<file path="config.mk">
export PLATFORM = sky130hd
export DESIGN_NAME = tmr_top
export DESIGN_NICKNAME = d
export VERILOG_FILES = /design/src/tmr_pkg.sv /design/src/tmr_top.sv /design/src/tmr_phase_gen.sv
export VERILOG_INCLUDE_DIRS = /design/src /design/src/src
export SDC_FILE = /design/constraint.sdc
export NUM_CORES = 1
export LEC_CHECK = 0
export BUFFER_PORTS_ARGS = -buffer_cell sky130_fd_sc_hd__buf_4
export CAP_MARGIN = 10
export CELL_PAD_IN_SITES_DETAIL_PLACEMENT = 0
export CELL_PAD_IN_SITES_GLOBAL_PLACEMENT = 1
export CORE_MARGIN = 4
export CORE_UTILIZATION = 46
export DETAILED_ROUTE_END_ITERATION = 16
export GPL_TIMING_DRIVEN = 0
export PLACE_DENSITY = 0.84
export SLEW_MARGIN = 20
export SYNTH_ARGS = -nofsm -noshare
export SYNTH_HDL_FRONTEND = slang
export SYNTH_SLANG_ARGS = --single-unit
export TNS_END_PERCENT = 1
</file>
<file path="constraint.sdc">
create_clock -name ref_clk_i -period 3.03 [get_ports ref_clk_i]
set_input_delay 0.303 -clock ref_clk_i [delete_from_list [all_inputs] [get_ports ref_clk_i]]
set_output_delay 0.303 -clock ref_clk_i [all_outputs]
set_load 0.02 [all_outputs]
</file>
<file path="src/tmr_consts.svh">
// constants for the dual timer/counter: special function addresses, field positions, phases
// assumes the file is included by bare name from each design file that needs it
//
// Contract
// [RULE1] two 16-bit timers, separate byte registers
// [RULE2] timer function counts once per machine cycle
// [RULE3] count pin sampled at sample_phase, falling edge
// [RULE4] counted edge appears at next update_phase
// [RULE5] edge recognition spans two machine cycles
// [RULE6] source holds each level one machine cycle
// [RULE7] mode register at 89H, resets 00H
// [RULE8] gate bit adds gate pin high condition
// [RULE9] source select picks pin edges or cycles
// [RULE10] mode 00: 13-bit with 5-bit prescaler
// [RULE11] mode 01: cascaded 16-bit counter
// [RULE12] mode 10: low byte reloads from high
// [RULE13] timer one in mode 11 holds count
// [RULE14] timer zero mode 11 splits two bytes
// [RULE15] overflow flag set by hardware, vector clears
// [RULE16] run bit starts/stops, never clears counts
// [RULE17] reload keeps high byte; prescaler top ignored
// [RULE18] software byte write overrides coincident increment
`ifndef TMR_CONSTS_SVH
`define TMR_CONSTS_SVH

// special function register addresses
`define TMR_ADDR_RUN_FLAG 8'h88
`define TMR_ADDR_MODE 8'h89
`define TMR_ADDR_LOW0 8'h8A
`define TMR_ADDR_LOW1 8'h8B
`define TMR_ADDR_HIGH0 8'h8C
`define TMR_ADDR_HIGH1 8'h8D

// reset values
`define TMR_MODE_RESET 8'h00
`define TMR_BYTE_RESET 8'h00

// run/flag control bit positions
`define TMR_BIT_OVF1 7
`define TMR_BIT_RUN1 6
`define TMR_BIT_OVF0 5
`define TMR_BIT_RUN0 4

// mode register fields, per nibble (timer one upper, timer zero lower)
`define TMR_NIB_GATE 3
`define TMR_NIB_SRC 2
`define TMR_NIB_MODE_HI 1
`define TMR_NIB_MODE_LO 0

// machine cycle: twelve core clocks, phase index = (state-1)*2 + (part-1)
`define TMR_CLKS_PER_MC 4'hC
`define TMR_PHASE_LAST 4'hB
`define TMR_SAMPLE_PHASE 4'h9
`define TMR_UPDATE_PHASE 4'h4

// prescaler terminal count in 13-bit mode
`define TMR_PRESCALE_MAX 5'h1F

`endif

</file>
<file path="src/tmr_pkg.sv">
// types shared by the dual timer/counter
// assumes tmr_consts.svh carries every numeric constant
package tmr_pkg;

  // one special function register byte
  typedef logic [7:0] tmr_byte_type;

  // per-timer operating mode, from the two mode bits
  typedef enum logic [1:0] {
    TMR_MODE_13BIT = 2'h0,
    TMR_MODE_16BIT = 2'h1,
    TMR_MODE_RELOAD = 2'h2,
    TMR_MODE_SPLIT = 2'h3
  } tmr_mode_type;

  // machine cycle phase index 0..11
  typedef logic [3:0] tmr_phase_type;

endpackage : tmr_pkg

</file>
<file path="src/tmr_top.sv">
// dual timer/counter with shared mode register, reached through the special function port
// assumes count and gate pins are asynchronous and a core issuing single-cycle byte accesses
`timescale 1ns/100ps
`include "tmr_consts.svh"

module tmr_top (
  input wire logic ref_clk_i,
  input wire logic resetn_i,
  input wire logic [7:0] sfr_addr_i,
  input wire tmr_pkg::tmr_byte_type sfr_wdata_i,
  input wire logic sfr_wr_i,
  input wire logic sfr_rd_i,
  output tmr_pkg::tmr_byte_type sfr_rdata_o,
  input wire logic first_count_pin_i,
  input wire logic second_count_pin_i,
  input wire logic first_gate_pin_i,
  input wire logic second_gate_pin_i,
  input wire logic first_vector_ack_i,
  input wire logic second_vector_ack_i,
  output logic first_timer_overflow_o,
  output logic second_timer_overflow_o
);
  import tmr_pkg::*;

  ////////////////////////////////////////////////////////////////////////////
  // declarations

  logic sample_stb; // one cycle at the sample phase
  logic update_stb; // one cycle at the update phase

  logic [1:0] pin_async; // raw count pins, index = timer
  logic [1:0] gate_async; // raw gate pins
  logic [1:0] pin_meta; // first synchroniser stage, count pins
  logic [1:0] pin_sync; // second stage
  logic [1:0] gate_meta; // first synchroniser stage, gate pins
  logic [1:0] gate_sync; // second stage
  logic [1:0] pin_sample; // level taken at the last sample phase
  logic [1:0] next_pin_sample;
  logic [1:0] edge_pend; // falling edge seen, waiting for update phase
  logic [1:0] next_edge_pend;

  tmr_byte_type timer_mode_config; // mode register
  tmr_byte_type next_timer_mode_config;
  logic first_timer_run; // run bits
  logic second_timer_run;
  logic next_first_timer_run;
  logic next_second_timer_run;
  logic first_timer_overflow; // overflow flags
  logic second_timer_overflow;
  logic next_first_timer_overflow;
  logic next_second_timer_overflow;
  tmr_byte_type first_timer_low_byte; // count bytes
  tmr_byte_type first_timer_high_byte;
  tmr_byte_type second_timer_low_byte;
  tmr_byte_type second_timer_high_byte;
  tmr_byte_type next_first_timer_low_byte;
  tmr_byte_type next_first_timer_high_byte;
  tmr_byte_type next_second_timer_low_byte;
  tmr_byte_type next_second_timer_high_byte;
  tmr_byte_type next_sfr_rdata;

  tmr_mode_type mode0; // decoded modes
  tmr_mode_type mode1;
  logic [1:0] gate_en; // gating bits
  logic [1:0] src_pin; // source select bits
  logic [1:0] run_ok; // run and gate condition met
  logic [1:0] step_src; // increment source available this update
  logic tick0; // timer zero low byte advances
  logic tick1; // timer one advances
  logic tick_split; // timer zero high byte in split mode
  logic [16:0] step0; // {overflow, high, low} for timer zero
  logic [16:0] step1; // same for timer one
  logic [8:0] split_hi; // {overflow, byte} for split high byte
  logic ovf0_set; // overflow events
  logic ovf1_set;

  assign pin_async = {second_count_pin_i, first_count_pin_i};
  assign gate_async = {second_gate_pin_i, first_gate_pin_i};

  ////////////////////////////////////////////////////////////////////////////
  // machine cycle phase generator
  tmr_phase_gen u_phase (
    .ref_clk_i (ref_clk_i),
    .resetn_i (resetn_i),
    .phase_o (),
    .sample_stb_o (sample_stb),
    .update_stb_o (update_stb)
  );

  ////////////////////////////////////////////////////////////////////////////
  // per-timer pin synchronisers and falling-edge detection
  genvar gi;
  generate
    for (gi = 0; gi < 2; gi = gi + 1) begin : g_pin
      // edge found at sample phase, consumed at next update phase
      always_comb begin
        next_pin_sample[gi] = pin_sample[gi];
        next_edge_pend[gi] = edge_pend[gi];
        if (update_stb) begin
          next_edge_pend[gi] = 1'b0; // edge consumed at update phase [RULE4]
        end
        if (sample_stb) begin
          next_pin_sample[gi] = pin_sync[gi]; // one sample per machine cycle [RULE3]
          if (pin_sample[gi] && !pin_sync[gi]) begin
            next_edge_pend[gi] = 1'b1; // high then low across two cycles [RULE3] [RULE5]
          end
        end
      end

      // two-stage sync, then sample and pending registers
      always_ff @(posedge ref_clk_i) begin
        if (!resetn_i) begin
          pin_meta[gi] <= 1'b0;
          pin_sync[gi] <= 1'b0;
          gate_meta[gi] <= 1'b0;
          gate_sync[gi] <= 1'b0;
          pin_sample[gi] <= 1'b0;
          edge_pend[gi] <= 1'b0;
        end else begin
          pin_meta[gi] <= pin_async[gi];
          pin_sync[gi] <= pin_meta[gi];
          gate_meta[gi] <= gate_async[gi];
          gate_sync[gi] <= gate_meta[gi];
          pin_sample[gi] <= next_pin_sample[gi];
          edge_pend[gi] <= next_edge_pend[gi];
        end
      end

      // gating and source selection from the mode nibble
      assign gate_en[gi] = timer_mode_config[gi*4 + `TMR_NIB_GATE];
      assign src_pin[gi] = timer_mode_config[gi*4 + `TMR_NIB_SRC];
      // pin edge when counting, every machine cycle when timing [RULE9] [RULE2]
      assign step_src[gi] = src_pin[gi] ? edge_pend[gi] : 1'b1;
    end
  endgenerate

  ////////////////////////////////////////////////////////////////////////////
  // count enables
  assign mode0 = tmr_mode_type'(timer_mode_config[1:0]);
  assign mode1 = tmr_mode_type'(timer_mode_config[5:4]);
  // run bit alone, or run bit and gate pin high when gating [RULE8] [RULE16]
  assign run_ok[0] = first_timer_run && (!gate_en[0] || gate_sync[0]);
  assign run_ok[1] = second_timer_run && (!gate_en[1] || gate_sync[1]);
  assign tick0 = update_stb && run_ok[0] && step_src[0];
  // timer one held in mode 11 [RULE13]
  assign tick1 = update_stb && run_ok[1] && step_src[1] && (mode1 != TMR_MODE_SPLIT);
  // split high byte: machine cycles only, timer one run bit [RULE14]
  assign tick_split = update_stb && second_timer_run && (mode0 == TMR_MODE_SPLIT);

  ////////////////////////////////////////////////////////////////////////////
  // one count step for a timer in a given mode, returns {overflow, high, low}
  function automatic logic [16:0] count_step(input tmr_mode_type mode, input tmr_byte_type lo,
                                             input tmr_byte_type hi, input logic tick);
    logic [16:0] res;
    logic [16:0] wide;
    res = {1'b0, hi, lo};
    wide = 17'h00000;
    if (tick) begin
      case (mode)
        TMR_MODE_13BIT: begin
          // low five bits prescale, top three bits of low byte left alone [RULE10] [RULE17]
          if (lo[4:0] == `TMR_PRESCALE_MAX) begin
            res = {(hi == 8'hFF), hi + 8'h01, lo[7:5], 5'h00};
          end else begin
            res = {1'b0, hi, lo[7:5], lo[4:0] + 5'h01};
          end
        end
        TMR_MODE_16BIT: begin
          wide = {1'b0, hi, lo} + 17'h00001; // cascaded, carry is overflow [RULE11]
          res = wide;
        end
        TMR_MODE_RELOAD: begin
          if (lo == 8'hFF) begin
            res = {1'b1, hi, hi}; // reload low from high, high untouched [RULE12] [RULE17]
          end else begin
            res = {1'b0, hi, lo + 8'h01};
          end
        end
        TMR_MODE_SPLIT: begin
          // low byte alone as 8-bit counter (timer zero only reaches here) [RULE14]
          res = {(lo == 8'hFF), hi, lo + 8'h01};
        end
        default: begin
          res = {1'b0, hi, lo};
        end
      endcase
    end
    return res;
  endfunction : count_step

  assign step0 = count_step(mode0, first_timer_low_byte, first_timer_high_byte, tick0);
  assign step1 = count_step(mode1, second_timer_low_byte, second_timer_high_byte, tick1);
  assign split_hi = tick_split ? ({1'b0, first_timer_high_byte} + 9'h001) : {1'b0, first_timer_high_byte};
  assign ovf0_set = step0[16];
  // in split mode the high byte of timer zero owns the second flag [RULE14]
  assign ovf1_set = (mode0 == TMR_MODE_SPLIT) ? split_hi[8] : step1[16];

  ////////////////////////////////////////////////////////////////////////////
  // register file next values: counting, then software writes on top
  always_comb begin
    next_timer_mode_config = timer_mode_config;
    next_first_timer_run = first_timer_run;
    next_second_timer_run = second_timer_run;
    next_first_timer_overflow = first_timer_overflow;
    next_second_timer_overflow = second_timer_overflow;
    next_first_timer_low_byte = step0[7:0];
    next_first_timer_high_byte = (mode0 == TMR_MODE_SPLIT) ? split_hi[7:0] : step0[15:8];
    next_second_timer_low_byte = step1[7:0];
    next_second_timer_high_byte = step1[15:8];
    // vector acknowledge clears the flags [RULE15]
    if (first_vector_ack_i) begin
      next_first_timer_overflow = 1'b0;
    end
    if (second_vector_ack_i) begin
      next_second_timer_overflow = 1'b0;
    end
    if (sfr_wr_i) begin
      case (sfr_addr_i)
        `TMR_ADDR_RUN_FLAG: begin
          // run bits written by software, counts untouched [RULE16]
          next_first_timer_run = sfr_wdata_i[`TMR_BIT_RUN0];
          next_second_timer_run = sfr_wdata_i[`TMR_BIT_RUN1];
          next_first_timer_overflow = sfr_wdata_i[`TMR_BIT_OVF0];
          next_second_timer_overflow = sfr_wdata_i[`TMR_BIT_OVF1];
        end
        `TMR_ADDR_MODE: begin
          next_timer_mode_config = sfr_wdata_i; // [RULE7]
        end
        `TMR_ADDR_LOW0: begin
          next_first_timer_low_byte = sfr_wdata_i; // write beats increment [RULE18] [RULE1]
        end
        `TMR_ADDR_HIGH0: begin
          next_first_timer_high_byte = sfr_wdata_i; // [RULE18] [RULE1]
        end
        `TMR_ADDR_LOW1: begin
          next_second_timer_low_byte = sfr_wdata_i; // [RULE18] [RULE1]
        end
        `TMR_ADDR_HIGH1: begin
          next_second_timer_high_byte = sfr_wdata_i; // [RULE18] [RULE1]
        end
        default: begin
          next_timer_mode_config = timer_mode_config; // unmapped write ignored
        end
      endcase
    end
    // hardware set wins over any clear in the same cycle [RULE15]
    if (ovf0_set) begin
      next_first_timer_overflow = 1'b1;
    end
    if (ovf1_set) begin
      next_second_timer_overflow = 1'b1;
    end
  end

  ////////////////////////////////////////////////////////////////////////////
  // read data mux, registered; low control nibble and unmapped addresses read zero
  always_comb begin
    next_sfr_rdata = sfr_rdata_o;
    if (sfr_rd_i) begin
      case (sfr_addr_i)
        `TMR_ADDR_RUN_FLAG: begin
          next_sfr_rdata = {second_timer_overflow, second_timer_run, first_timer_overflow,
                            first_timer_run, 4'h0};
        end
        `TMR_ADDR_MODE: begin
          next_sfr_rdata = timer_mode_config;
        end
        `TMR_ADDR_LOW0: begin
          next_sfr_rdata = first_timer_low_byte;
        end
        `TMR_ADDR_HIGH0: begin
          next_sfr_rdata = first_timer_high_byte;
        end
        `TMR_ADDR_LOW1: begin
          next_sfr_rdata = second_timer_low_byte;
        end
        `TMR_ADDR_HIGH1: begin
          next_sfr_rdata = second_timer_high_byte;
        end
        default: begin
          next_sfr_rdata = 8'h00;
        end
      endcase
    end
  end

  ////////////////////////////////////////////////////////////////////////////
  // register file and outputs
  always_ff @(posedge ref_clk_i) begin
    if (!resetn_i) begin
      timer_mode_config <= `TMR_MODE_RESET; // [RULE7]
      first_timer_run <= 1'b0;
      second_timer_run <= 1'b0;
      first_timer_overflow <= 1'b0;
      second_timer_overflow <= 1'b0;
      first_timer_low_byte <= `TMR_BYTE_RESET;
      first_timer_high_byte <= `TMR_BYTE_RESET;
      second_timer_low_byte <= `TMR_BYTE_RESET;
      second_timer_high_byte <= `TMR_BYTE_RESET;
      sfr_rdata_o <= 8'h00;
      first_timer_overflow_o <= 1'b0;
      second_timer_overflow_o <= 1'b0;
    end else begin
      timer_mode_config <= next_timer_mode_config;
      first_timer_run <= next_first_timer_run;
      second_timer_run <= next_second_timer_run;
      first_timer_overflow <= next_first_timer_overflow;
      second_timer_overflow <= next_second_timer_overflow;
      first_timer_low_byte <= next_first_timer_low_byte;
      first_timer_high_byte <= next_first_timer_high_byte;
      second_timer_low_byte <= next_second_timer_low_byte;
      second_timer_high_byte <= next_second_timer_high_byte;
      sfr_rdata_o <= next_sfr_rdata;
      first_timer_overflow_o <= next_first_timer_overflow;
      second_timer_overflow_o <= next_second_timer_overflow;
    end
  end

endmodule : tmr_top

</file>
<file path="src/tmr_phase_gen.sv">
// machine cycle phase generator: divides the core clock by twelve
// assumes one core clock and a synchronous active-low reset
`timescale 1ns/100ps
`include "tmr_consts.svh"

module tmr_phase_gen (
  input wire logic ref_clk_i,
  input wire logic resetn_i,
  output tmr_pkg::tmr_phase_type phase_o,
  output logic sample_stb_o,
  output logic update_stb_o
);
  import tmr_pkg::*;

  tmr_phase_type phase; // current phase index
  tmr_phase_type next_phase; // phase after this clock
  logic next_sample_stb; // pulse in the sample phase
  logic next_update_stb; // pulse in the update phase

  ////////////////////////////////////////////////////////////////////////////
  // phase counter, strobes follow the phase they mark
  always_comb begin
    if (phase == `TMR_PHASE_LAST) begin
      next_phase = 4'h0; // wrap at end of machine cycle
    end else begin
      next_phase = phase + 4'h1;
    end
    next_sample_stb = (next_phase == `TMR_SAMPLE_PHASE); // [RULE3]
    next_update_stb = (next_phase == `TMR_UPDATE_PHASE); // [RULE2] [RULE4]
  end

  // registers only
  always_ff @(posedge ref_clk_i) begin
    if (!resetn_i) begin
      phase <= 4'h0;
      sample_stb_o <= 1'b0;
      update_stb_o <= 1'b0;
    end else begin
      phase <= next_phase;
      sample_stb_o <= next_sample_stb;
      update_stb_o <= next_update_stb;
    end
  end

  assign phase_o = phase;

endmodule : tmr_phase_gen

</file>
==> flow_summary.toml, run 1 <==
[outcome]
status = "complete, no violations"

[global_route]
grt_use_met1 = 0.367
track_usage = 0.276
grt_start_max_net_pins = 17
grt_overflow_total = 0
grt_use_met3 = 0.0609
grt_pass1_wl_um = 24900
busiest_layer = "met2"
antenna_found_initial = 0
use_met2 = 0.451
grt_pass1_vias = 4514

[sta]
finalMaxSlewViolations = 0
finalHoldViolations = 0
timing.fmax_ghz = 0.370
rsz0062_at_grt = "no"
slew_headroom = 0.378
fin_worst_skew_ns = 0.0155
tns_ns = 0
finalCritPeriodShare = 0.891
setup_violations = 0
fin_ws_ns = 0.330
hold_slack_ns = 0.130
fin_crit_ns = 2.70
tightest_slew_ns = 0.925

[floorplan]
dieArea_um2 = 11800
rows = 36
die_w_um = 109
fp.dieH_um = 109
pin_count = 36
start_util = 0.474
core_area_um2 = 9820

[detailed_routing]
firstDrtPassIters = 6
viasPerCell = 6.45
initialDrtViolationCount = 412
postRouteAntennaNets = 0
vias = 4885
drc = 0
avgRoutedWirePerCell_um = 21.1
finalWirelength_um = 16000

[pwr]
powerDensity_nw_per_um2 = 361
peakVddDrop_uv = 278
total_power_mw = 1.90
cellLeakagePower_nw = 1.78

[clock_network]
root_buffer = "clkbuf_8"
cts.sinks = 70
clk_pin_slew_ns = 0.10
htreeDepth = 3
postCtsSetupRepairBufs = 0
cts_tree = "built"
cts_inserted_buffers = 9
insertion_delay_ns = 0.38
clk_path_buf_depth = 2

[finish]
drive_above_1_share = 0.146
design_area_um2 = 5260
seqCellArea_um2 = 1400
fin_nets = 655
area.growth.synth_to_final_pct = 13.1
n_antenna_cell = 0
multi_input_area_um2 = 2980
fillCellCount = 993

[logic_synthesis]
synth-seq-area-share = 0.301
synth_top_area_share = 0.301
synth_flop_cell = "dfxtp_1"
synth_top_family_by_area = "simple AND/OR/NAND/NOR gates"
synth-adder-area-share = 0.0269
synth_edf_count = 0
synthArstFlopShare = 0
synthSimpleGateAreaFrac = 0.278
syn_inst = 576
yosys_warnings = 0
synth_area_leaders = "dfxtp_1 (30%), o21ai_0 (4.7%), nand2_1 (4.6%), a31oi_1 (3.1%), a21oi_1 (3.0%)"
synth_xor_area_frac = 0.0339
yosysUniqueCellTypes = 80
yosys.area.top_type = "dfxtp_1"
synth_nets = 612
netlist_area_um2 = 4650
synth_compound_area_frac = 0.245
synthMuxAreaShare = 0.0562
ys_ff_latch = 70
avgSynthCellArea_um2 = 8.08

[placement]
place_area_um2 = 5060
gp_congestion = 0.961
io_buffer_count = 32
dp_slack_ns = 0.0646
place_hpwl_um = 11900

[run]
drv_cap = 0

[setup_path]
cp-start-kind = "flop"
worst-path-max-fanout = 9
rrSetupSlack_ns = 0.33
worstPathArrival_ns = 3.00
end_kind = "flop"
crit_type = "reg2reg"
required_ns = 3.33

[worst_hold_path]
hp-class = "in2reg"
## placed cells by master, fill, tap and decap left out, drive strengths merged, types with 5 or more instances in the layout
| cell | n |
|---|---|
| nor3 | 12 |
| or3 | 6 |
| a31oi | 23 |
| mux2i | 10 |
| nor2b | 10 |
| a22oi | 10 |
| and4 | 7 |
| and3 | 9 |
| mux2 | 6 |
| clkbuf | 37 |
| ha | 10 |
| xor2 | 10 |
| a21oi | 28 |
| o21ai | 44 |
| a221oi | 5 |
| nand3 | 23 |
| xnor2 | 8 |
| nor2 | 37 |
| and2 | 14 |
| o211ai | 13 |
| inv | 20 |
| nand2b | 6 |
| nand4 | 16 |
| nor4b | 5 |
| nor4 | 7 |
| a211oi | 9 |
| buf | 41 |
| nand2 | 58 |
| o22ai | 6 |
| dfxtp | 70 |
## Yosys cell counts (all sizes together) (12+ instances only)
library cell and n:
o21ai 44, clkbuf 28, and2 14, nor2 37
a31oi 23, inv 14, dfxtp 70, o211ai 13
nand3 23, nand4 16, a21oi 28, nor3 12
nand2 58
## timing repair
item	CTS	global route
resized for setup	0	1
endpoints found under the setup margin	0	5
hold buffers	0	0
endpoints found under the hold margin	0	0
## area by class of cell
class                      instances  share of cell area
multi-input combinational        453               0.567
sequential                        70               0.266
timing repair buffer              32              0.0457
buffer                            38              0.0411
tap                              133              0.0316
clock buffer                       9              0.0235
clock inverter                     7              0.0140
inverter                          15              0.0107
## registers in the layout, indices dropped and copies added (netlist names), 2 cells and up
| register | cells |
|---|---|
| gate_meta | 2 |
| u_phase.phase_o | 4 |
| first_timer_low_byte | 8 |
| timer_mode_config | 8 |
| pin_meta | 2 |
| pin_sample | 2 |
| first_timer_high_byte | 8 |
| pin_sync | 2 |
| sfr_rdata_o | 8 |
| edge_pend | 2 |
| second_timer_low_byte | 8 |
| gate_sync | 2 |
| second_timer_high_byte | 8 |
## per-stage QoR
stage | util | std cells
after global placement | 0.515 | 741
after detailed placement | 0.515 | 741
final | 0.536 | 757
after floorplan | - | 576
after CTS | 0.535 | 757
after global routing | 0.536 | 757
## final timing paths
kind | cells past startpoint | start | to
setup / recovery | 7 | first_timer_low_byte[0] | first_timer_high_byte[6]
hold / removal | 2 | second_count_pin_i | pin_meta[1]
setup reg to reg | 7 | first_timer_low_byte[0] | first_timer_high_byte[6]
hold reg to reg | 1 | gate_meta[0] | gate_sync[0]
## per-layer routing
layer	wire length, um	part of all wire
met2	7380	0.46
met5	0	0
met3	1630	0.10
met1	6550	0.41
met4	428	0.027
## cells by family (layout without fill, tap and decap cells)
family / count (synthesis) / in the layout
AO/OA/AOI/OAI: 173 / 173
adder cells (fa/ha/maj): 10 / 10
AND/OR/NAND/NOR: 232 / 232
XOR/XNOR: 18 / 18
flip-flops: 70 / 70
multiplexers: 20 / 20
buffers and inverters: 53 / 101
## worst max-delay path, stage by stage, from the launching register on
cell and delay [ns]:
dfxtp_1 0.53, ha_1 0.34, and3_2 0.21, ha_1 0.29, or3b_2 0.55, and3_1 0.18, or3_1 0.34, a31oi_1 0.18
## power by group
group,switching (mW),internal (mW)
clock network,0.464,0.327
logic,0.0941,0.0628
registers,0.0138,0.935
Power figures use the tool's default switching activity.
==> run 2: changes to the inputs <==
--- a/config.mk
+++ b/config.mk
@@ -12,9 +12,10 @@
 export CELL_PAD_IN_SITES_GLOBAL_PLACEMENT = 1
 export CORE_MARGIN = 4
 export CORE_UTILIZATION = 46
+export CTS_CLUSTER_DIAMETER = 30
 export DETAILED_ROUTE_END_ITERATION = 16
 export GPL_TIMING_DRIVEN = 0
-export PLACE_DENSITY = 0.84
+export PLACE_DENSITY = 0.8
 export SLEW_MARGIN = 20
 export SYNTH_ARGS = -nofsm -noshare
 export SYNTH_HDL_FRONTEND = slang
==> run 2 against run 1 <==
Power up 0.71%. Setup slack improved by 0.046 ns. Highest routed layer unchanged. Sequential cell count did not move.
==> flow_summary.toml, run 2 (synthesized netlist as in run 1, its figures left out) <==
[outcome]
status = "complete, no violations"

[clock_network]
root_buffer = "clkbuf_8"
insertion_delay_ns = 0.37
htreeDepth = 3
cts_tree = "built"
cts_inserted_buffers = 9
cts.sinks = 70
clk_pin_slew_ns = 0.10
clk_path_buf_depth = 2
postCtsSetupRepairBufs = 0

[floorplan]
fp.dieH_um = 109
die_w_um = 109
rows = 36
pin_count = 36
start_util = 0.474
core_area_um2 = 9820
dieArea_um2 = 11800

[setup_path]
reg2reg_from = "first_timer_low_byte[0]"
worstPathArrival_ns = 2.96
required_ns = 3.34
cpMostUsedCell = "ha_1"
worst-path-max-fanout = 9
cpPeakStageDelay_ns = 0.55
end_kind = "flop"
crit_type = "reg2reg"
cp-start-kind = "flop"
path_cells = "ha_1 > and3_2 > ha_1 > or3b_2 > and3_1 > or3_1 > a31oi_1"
crit_slowest_cell = "or3b_2"
startpoint = "first_timer_low_byte[0]"

[detailed_routing]
viasPerCell = 6.30
finalWirelength_um = 16100
drc = 0
initialDrtViolationCount = 441
vias = 4771
postRouteAntennaNets = 0
firstDrtPassIters = 6
avgRoutedWirePerCell_um = 21.3

[finish]
multi_input_area_um2 = 2980
final_common_cell = "dfxtp_1"
layout_common_cells = "dfxtp_1 (70), nand2_1 (57), o21ai_0 (44)"
n_antenna_cell = 0
seqCellArea_um2 = 1400
area.growth.synth_to_final_pct = 13.2
fillCellCount = 1013
drive_above_1_share = 0.146
final_core_util = 0.536
fin_nets = 655

[pwr]
powerDensity_nw_per_um2 = 363
peakVddDrop_uv = 269
cellLeakagePower_nw = 1.78

[sta]
finalMaxSlewViolations = 0
setup_violations = 0
hold_slack_ns = 0.139
finalHoldViolations = 0
fin_crit_ns = 2.65
slew_headroom = 0.373
tightest_slew_ns = 0.933
finalCritPeriodShare = 0.876
fin_worst_skew_ns = 0.0196
timing.fmax_ghz = 0.377
rsz0062_at_grt = "no"
tns_ns = 0

[global_route]
antenna_found_initial = 0
grt_overflow_total = 0
grt_use_met1 = 0.387
use_met2 = 0.438
grt_use_met3 = 0.0561
grt_pass1_vias = 4537
grt_pass1_wl_um = 25400
grt_start_max_net_pins = 15
track_usage = 0.284
busiest_layer = "met2"

[worst_hold_path]
min_from = "second_count_pin_i"
hp-class = "in2reg"

[placement]
io_buffer_count = 32
gp_congestion = 0.972
place_hpwl_um = 12000

[run]
drv_cap = 0
## run 2: cell count changes in the layout (fill, tap and decap cells not counted), sizes merged
cell    change
inv         -3
clkinv      +2
bufinv      +1
## run 2: layout make-up
cell class,count,area share
multi-input combinational,453,0.566
sequential,70,0.266
timing repair buffer,32,0.0456
buffer,38,0.0411
tap,133,0.0316
clock buffer,9,0.0235
clock inverter,7,0.0150
inverter,15,0.0107
## run 2: where the power goes
group / internal, mW / total [mW] / switching (mW)
Sequential: 0.935 / 0.949 / 0.0138
Clock: 0.390 / 0.806 / 0.415
Combinational: 0.0627 / 0.156 / 0.0930
## run 2: stage by stage
stage          instance area (um2)  setup slack [ns]  std cells  power, mW
2_1_floorplan                 4650             0.726        576       1.05
3_3_place_gp                  5060             0.170        741       1.12
3_5_place_dp                  5060             0.185        741       1.12
4_1_cts                       5260             0.152        757       1.92
5_1_grt                       5270             0.222        757       1.97
6_report                      5270             0.377        757       1.91
## run 2: worst paths after layout
kind                               to  slack (ns)  depth (start not counted)
max          first_timer_high_byte[6]        0.38                          7
min                       pin_meta[1]        0.14                          2
max reg2reg  first_timer_high_byte[6]        0.38                          7
min reg2reg              gate_sync[0]        0.44                          1
## run 2: metal layers
metal / wire length (um) / share of wire
met1: 6860 / 0.43
met2: 7290 / 0.45
met3: 1340 / 0.084
met4: 600 / 0.037
met5: 0 / 0
## run 2: critical path: cells and delay by family (launching register included)
| kind | cells | cell delay [ns] |
|---|---|---|
| flops | 1 | 0.54 |
| compound gates | 1 | 0.16 |
| fa+ha+maj | 2 | 0.63 |
| simple gates | 4 | 1.28 |
## run 2: repair_timing
action	in CTS	in global routing
hold buffers	0	0
setup endpoints to repair	0	6
gates resized for setup	0	1
==> run 3: changes to the inputs <==
--- a/config.mk
+++ b/config.mk
@@ -16,6 +16,7 @@
 export DETAILED_ROUTE_END_ITERATION = 16
 export GPL_TIMING_DRIVEN = 0
 export PLACE_DENSITY = 0.8
+export RECOVER_POWER = 25
 export SLEW_MARGIN = 20
 export SYNTH_ARGS = -nofsm -noshare
 export SYNTH_HDL_FRONTEND = slang
==> run 3 against run 2 <==
Final area decreased by 0.90%. Die area unchanged. Utilization is 0.48 points lower. Cell count unchanged. Wire length decreased by 0.98%. Clock skew is 0.0022 ns higher. Setup slack got worse by 0.0048 ns. Maximum frequency is 0.18% lower. Via count rose by 0.38%. Power is 0.81% lower. Largest cell class unchanged. Largest power group unchanged.
==> flow_summary.toml, run 3 (synthesized netlist as in run 1, its figures left out) <==
[setup_path]
crit_type = "reg2reg"
required_ns = 3.34
worstPathArrival_ns = 2.96
worst-path-stages = 7
worst-path-max-fanout = 9
crit_slowest_cell = "or3b_2"
path_cells = "ha_1 > and3_2 > ha_1 > or3b_2 > and3_1 > or3_1 > a31oi_1"
cpMostUsedCell = "ha_1"
end_kind = "flop"
rrSetupSlack_ns = 0.37
cpPeakStageDelay_ns = 0.55
cp_top_family = "simple AND/OR/NAND/NOR gates"
r2r_cells = 7
cp-start-kind = "flop"
reg2reg_from = "first_timer_low_byte[0]"
reg2reg_to = "first_timer_high_byte[6]"
cp_num_buf_inv = 0

[detailed_routing]
drc = 0
initialDrtViolationCount = 421
viasPerCell = 6.33
firstDrtPassIters = 5
vias = 4789
finalWirelength_um = 15900
avgRoutedWirePerCell_um = 21.1
postRouteAntennaNets = 0

[sta]
fin_crit_ns = 2.66
slew_headroom = 0.372
hold_slack_ns = 0.143
finalCritPeriodShare = 0.877
tns_ns = 0
finalHoldViolations = 0
rsz0062_at_grt = "no"
fin_ws_ns = 0.372
fin_worst_skew_ns = 0.0218
timing.fmax_ghz = 0.376
tightest_slew_ns = 0.935
setup_violations = 0
finalMaxSlewViolations = 0

[finish]
final_core_util = 0.531
drive_above_1_share = 0.128
final_common_cell = "dfxtp_1"
area.growth.synth_to_final_pct = 12.2
n_antenna_cell = 0
fin_nets = 655
layout_common_cells = "dfxtp_1 (70), nand2_1 (57), o21ai_0 (44)"

[placement]
io_buffer_count = 32
dp_slack_ns = 0.185
place_hpwl_um = 12000
gp_congestion = 0.972

[pwr]
powerDensity_nw_per_um2 = 363
combPwrFrac = 0.080
peakVddDrop_uv = 268
seq_power_share = 0.501
power_switching_mw = 0.510
power.share.clock = 0.419
p_int_mw = 1.38
total_power_mw = 1.89
swShare = 0.269
cellLeakagePower_nw = 1.73

[global_route]
antenna_found_initial = 0
track_usage = 0.284
grt_pass1_vias = 4537
grt_start_max_net_pins = 15
grt_pass1_wl_um = 25400
grt_overflow_total = 0

[floorplan]
core_area_um2 = 9820
dieArea_um2 = 11800
pin_count = 36
rows = 36
fp.dieH_um = 109
start_util = 0.474
die_w_um = 109

[run]
drv_cap = 0

[worst_hold_path]
hold_path_depth = 2
hp-class = "in2reg"
hold-path-endpoint = "gate_meta[0]"
min_from = "first_gate_pin_i"

[clock_network]
cts_tree = "built"
clk_path_buf_depth = 2
root_buffer = "clkbuf_8"
insertion_delay_ns = 0.37
cts.sinks = 70
clk_pin_slew_ns = 0.09
postCtsSetupRepairBufs = 0
htreeDepth = 3
cts_inserted_buffers = 9

[outcome]
status = "complete, no violations"
run 3: worst max path at each step:
stage | startpoint | to
after floorplan | first_timer_low_byte[0] | first_timer_high_byte[6]
after global placement | first_timer_low_byte[0] | first_timer_high_byte[1]
after detailed placement | first_timer_low_byte[0] | first_timer_high_byte[1]
after CTS | first_timer_low_byte[0] | first_timer_overflow
after global routing | first_timer_low_byte[0] | first_timer_low_byte[1]
final | first_timer_low_byte[0] | first_timer_high_byte[6]
run 3: worst reg2reg max path: stages (launching register included):
cell	delay [ns]
dfxtp_1	0.53
ha_1	0.35
and3_2	0.21
ha_1	0.27
or3b_2	0.55
and3_1	0.18
or3_1	0.35
a31oi_1	0.16
run 3: final cells by class:
cell class	count	area, um2
tap	133	166
timing repair buffer	32	203
multi-input combinational	453	2980
fill	1019	4600
buffer	38	206
sequential	70	1400
clock buffer	9	124
clock inverter	7	78.8
inverter	15	56.3
run 3: layer usage:
layer,share of wire,GRT usage,routed length [um],vias up
met2,0.46,0.438,7290,242
met1,0.43,0.387,6830,2246
met4,0.031,0.120,494,0
met5,0,0,0,-
met3,0.083,0.0561,1320,38
li1,-,-,-,2263
run 3: power groups by stage:
stage / Clock (mW) / Combinational (mW) / Sequential [mW]
global placement: 0 / 0.152 / 0.970
floorplan: 0 / 0.0804 / 0.969
finish: 0.794 / 0.152 / 0.949
CTS: 0.814 / 0.155 / 0.949
global route: 0.851 / 0.166 / 0.951
detailed placement: 0 / 0.155 / 0.970
run 3: timing repair:
action / CTS / global route
gates resized for setup: 0 / 1
hold buffers: 0 / 0
endpoints found under the setup margin: 0 / 6
run 3: through the flow:
stage	cell area (um2)	cells
2_1_floorplan	4650	576
3_3_place_gp	5060	741
3_5_place_dp	5060	741
4_1_cts	5260	757
5_1_grt	5220	757
6_report	5220	757
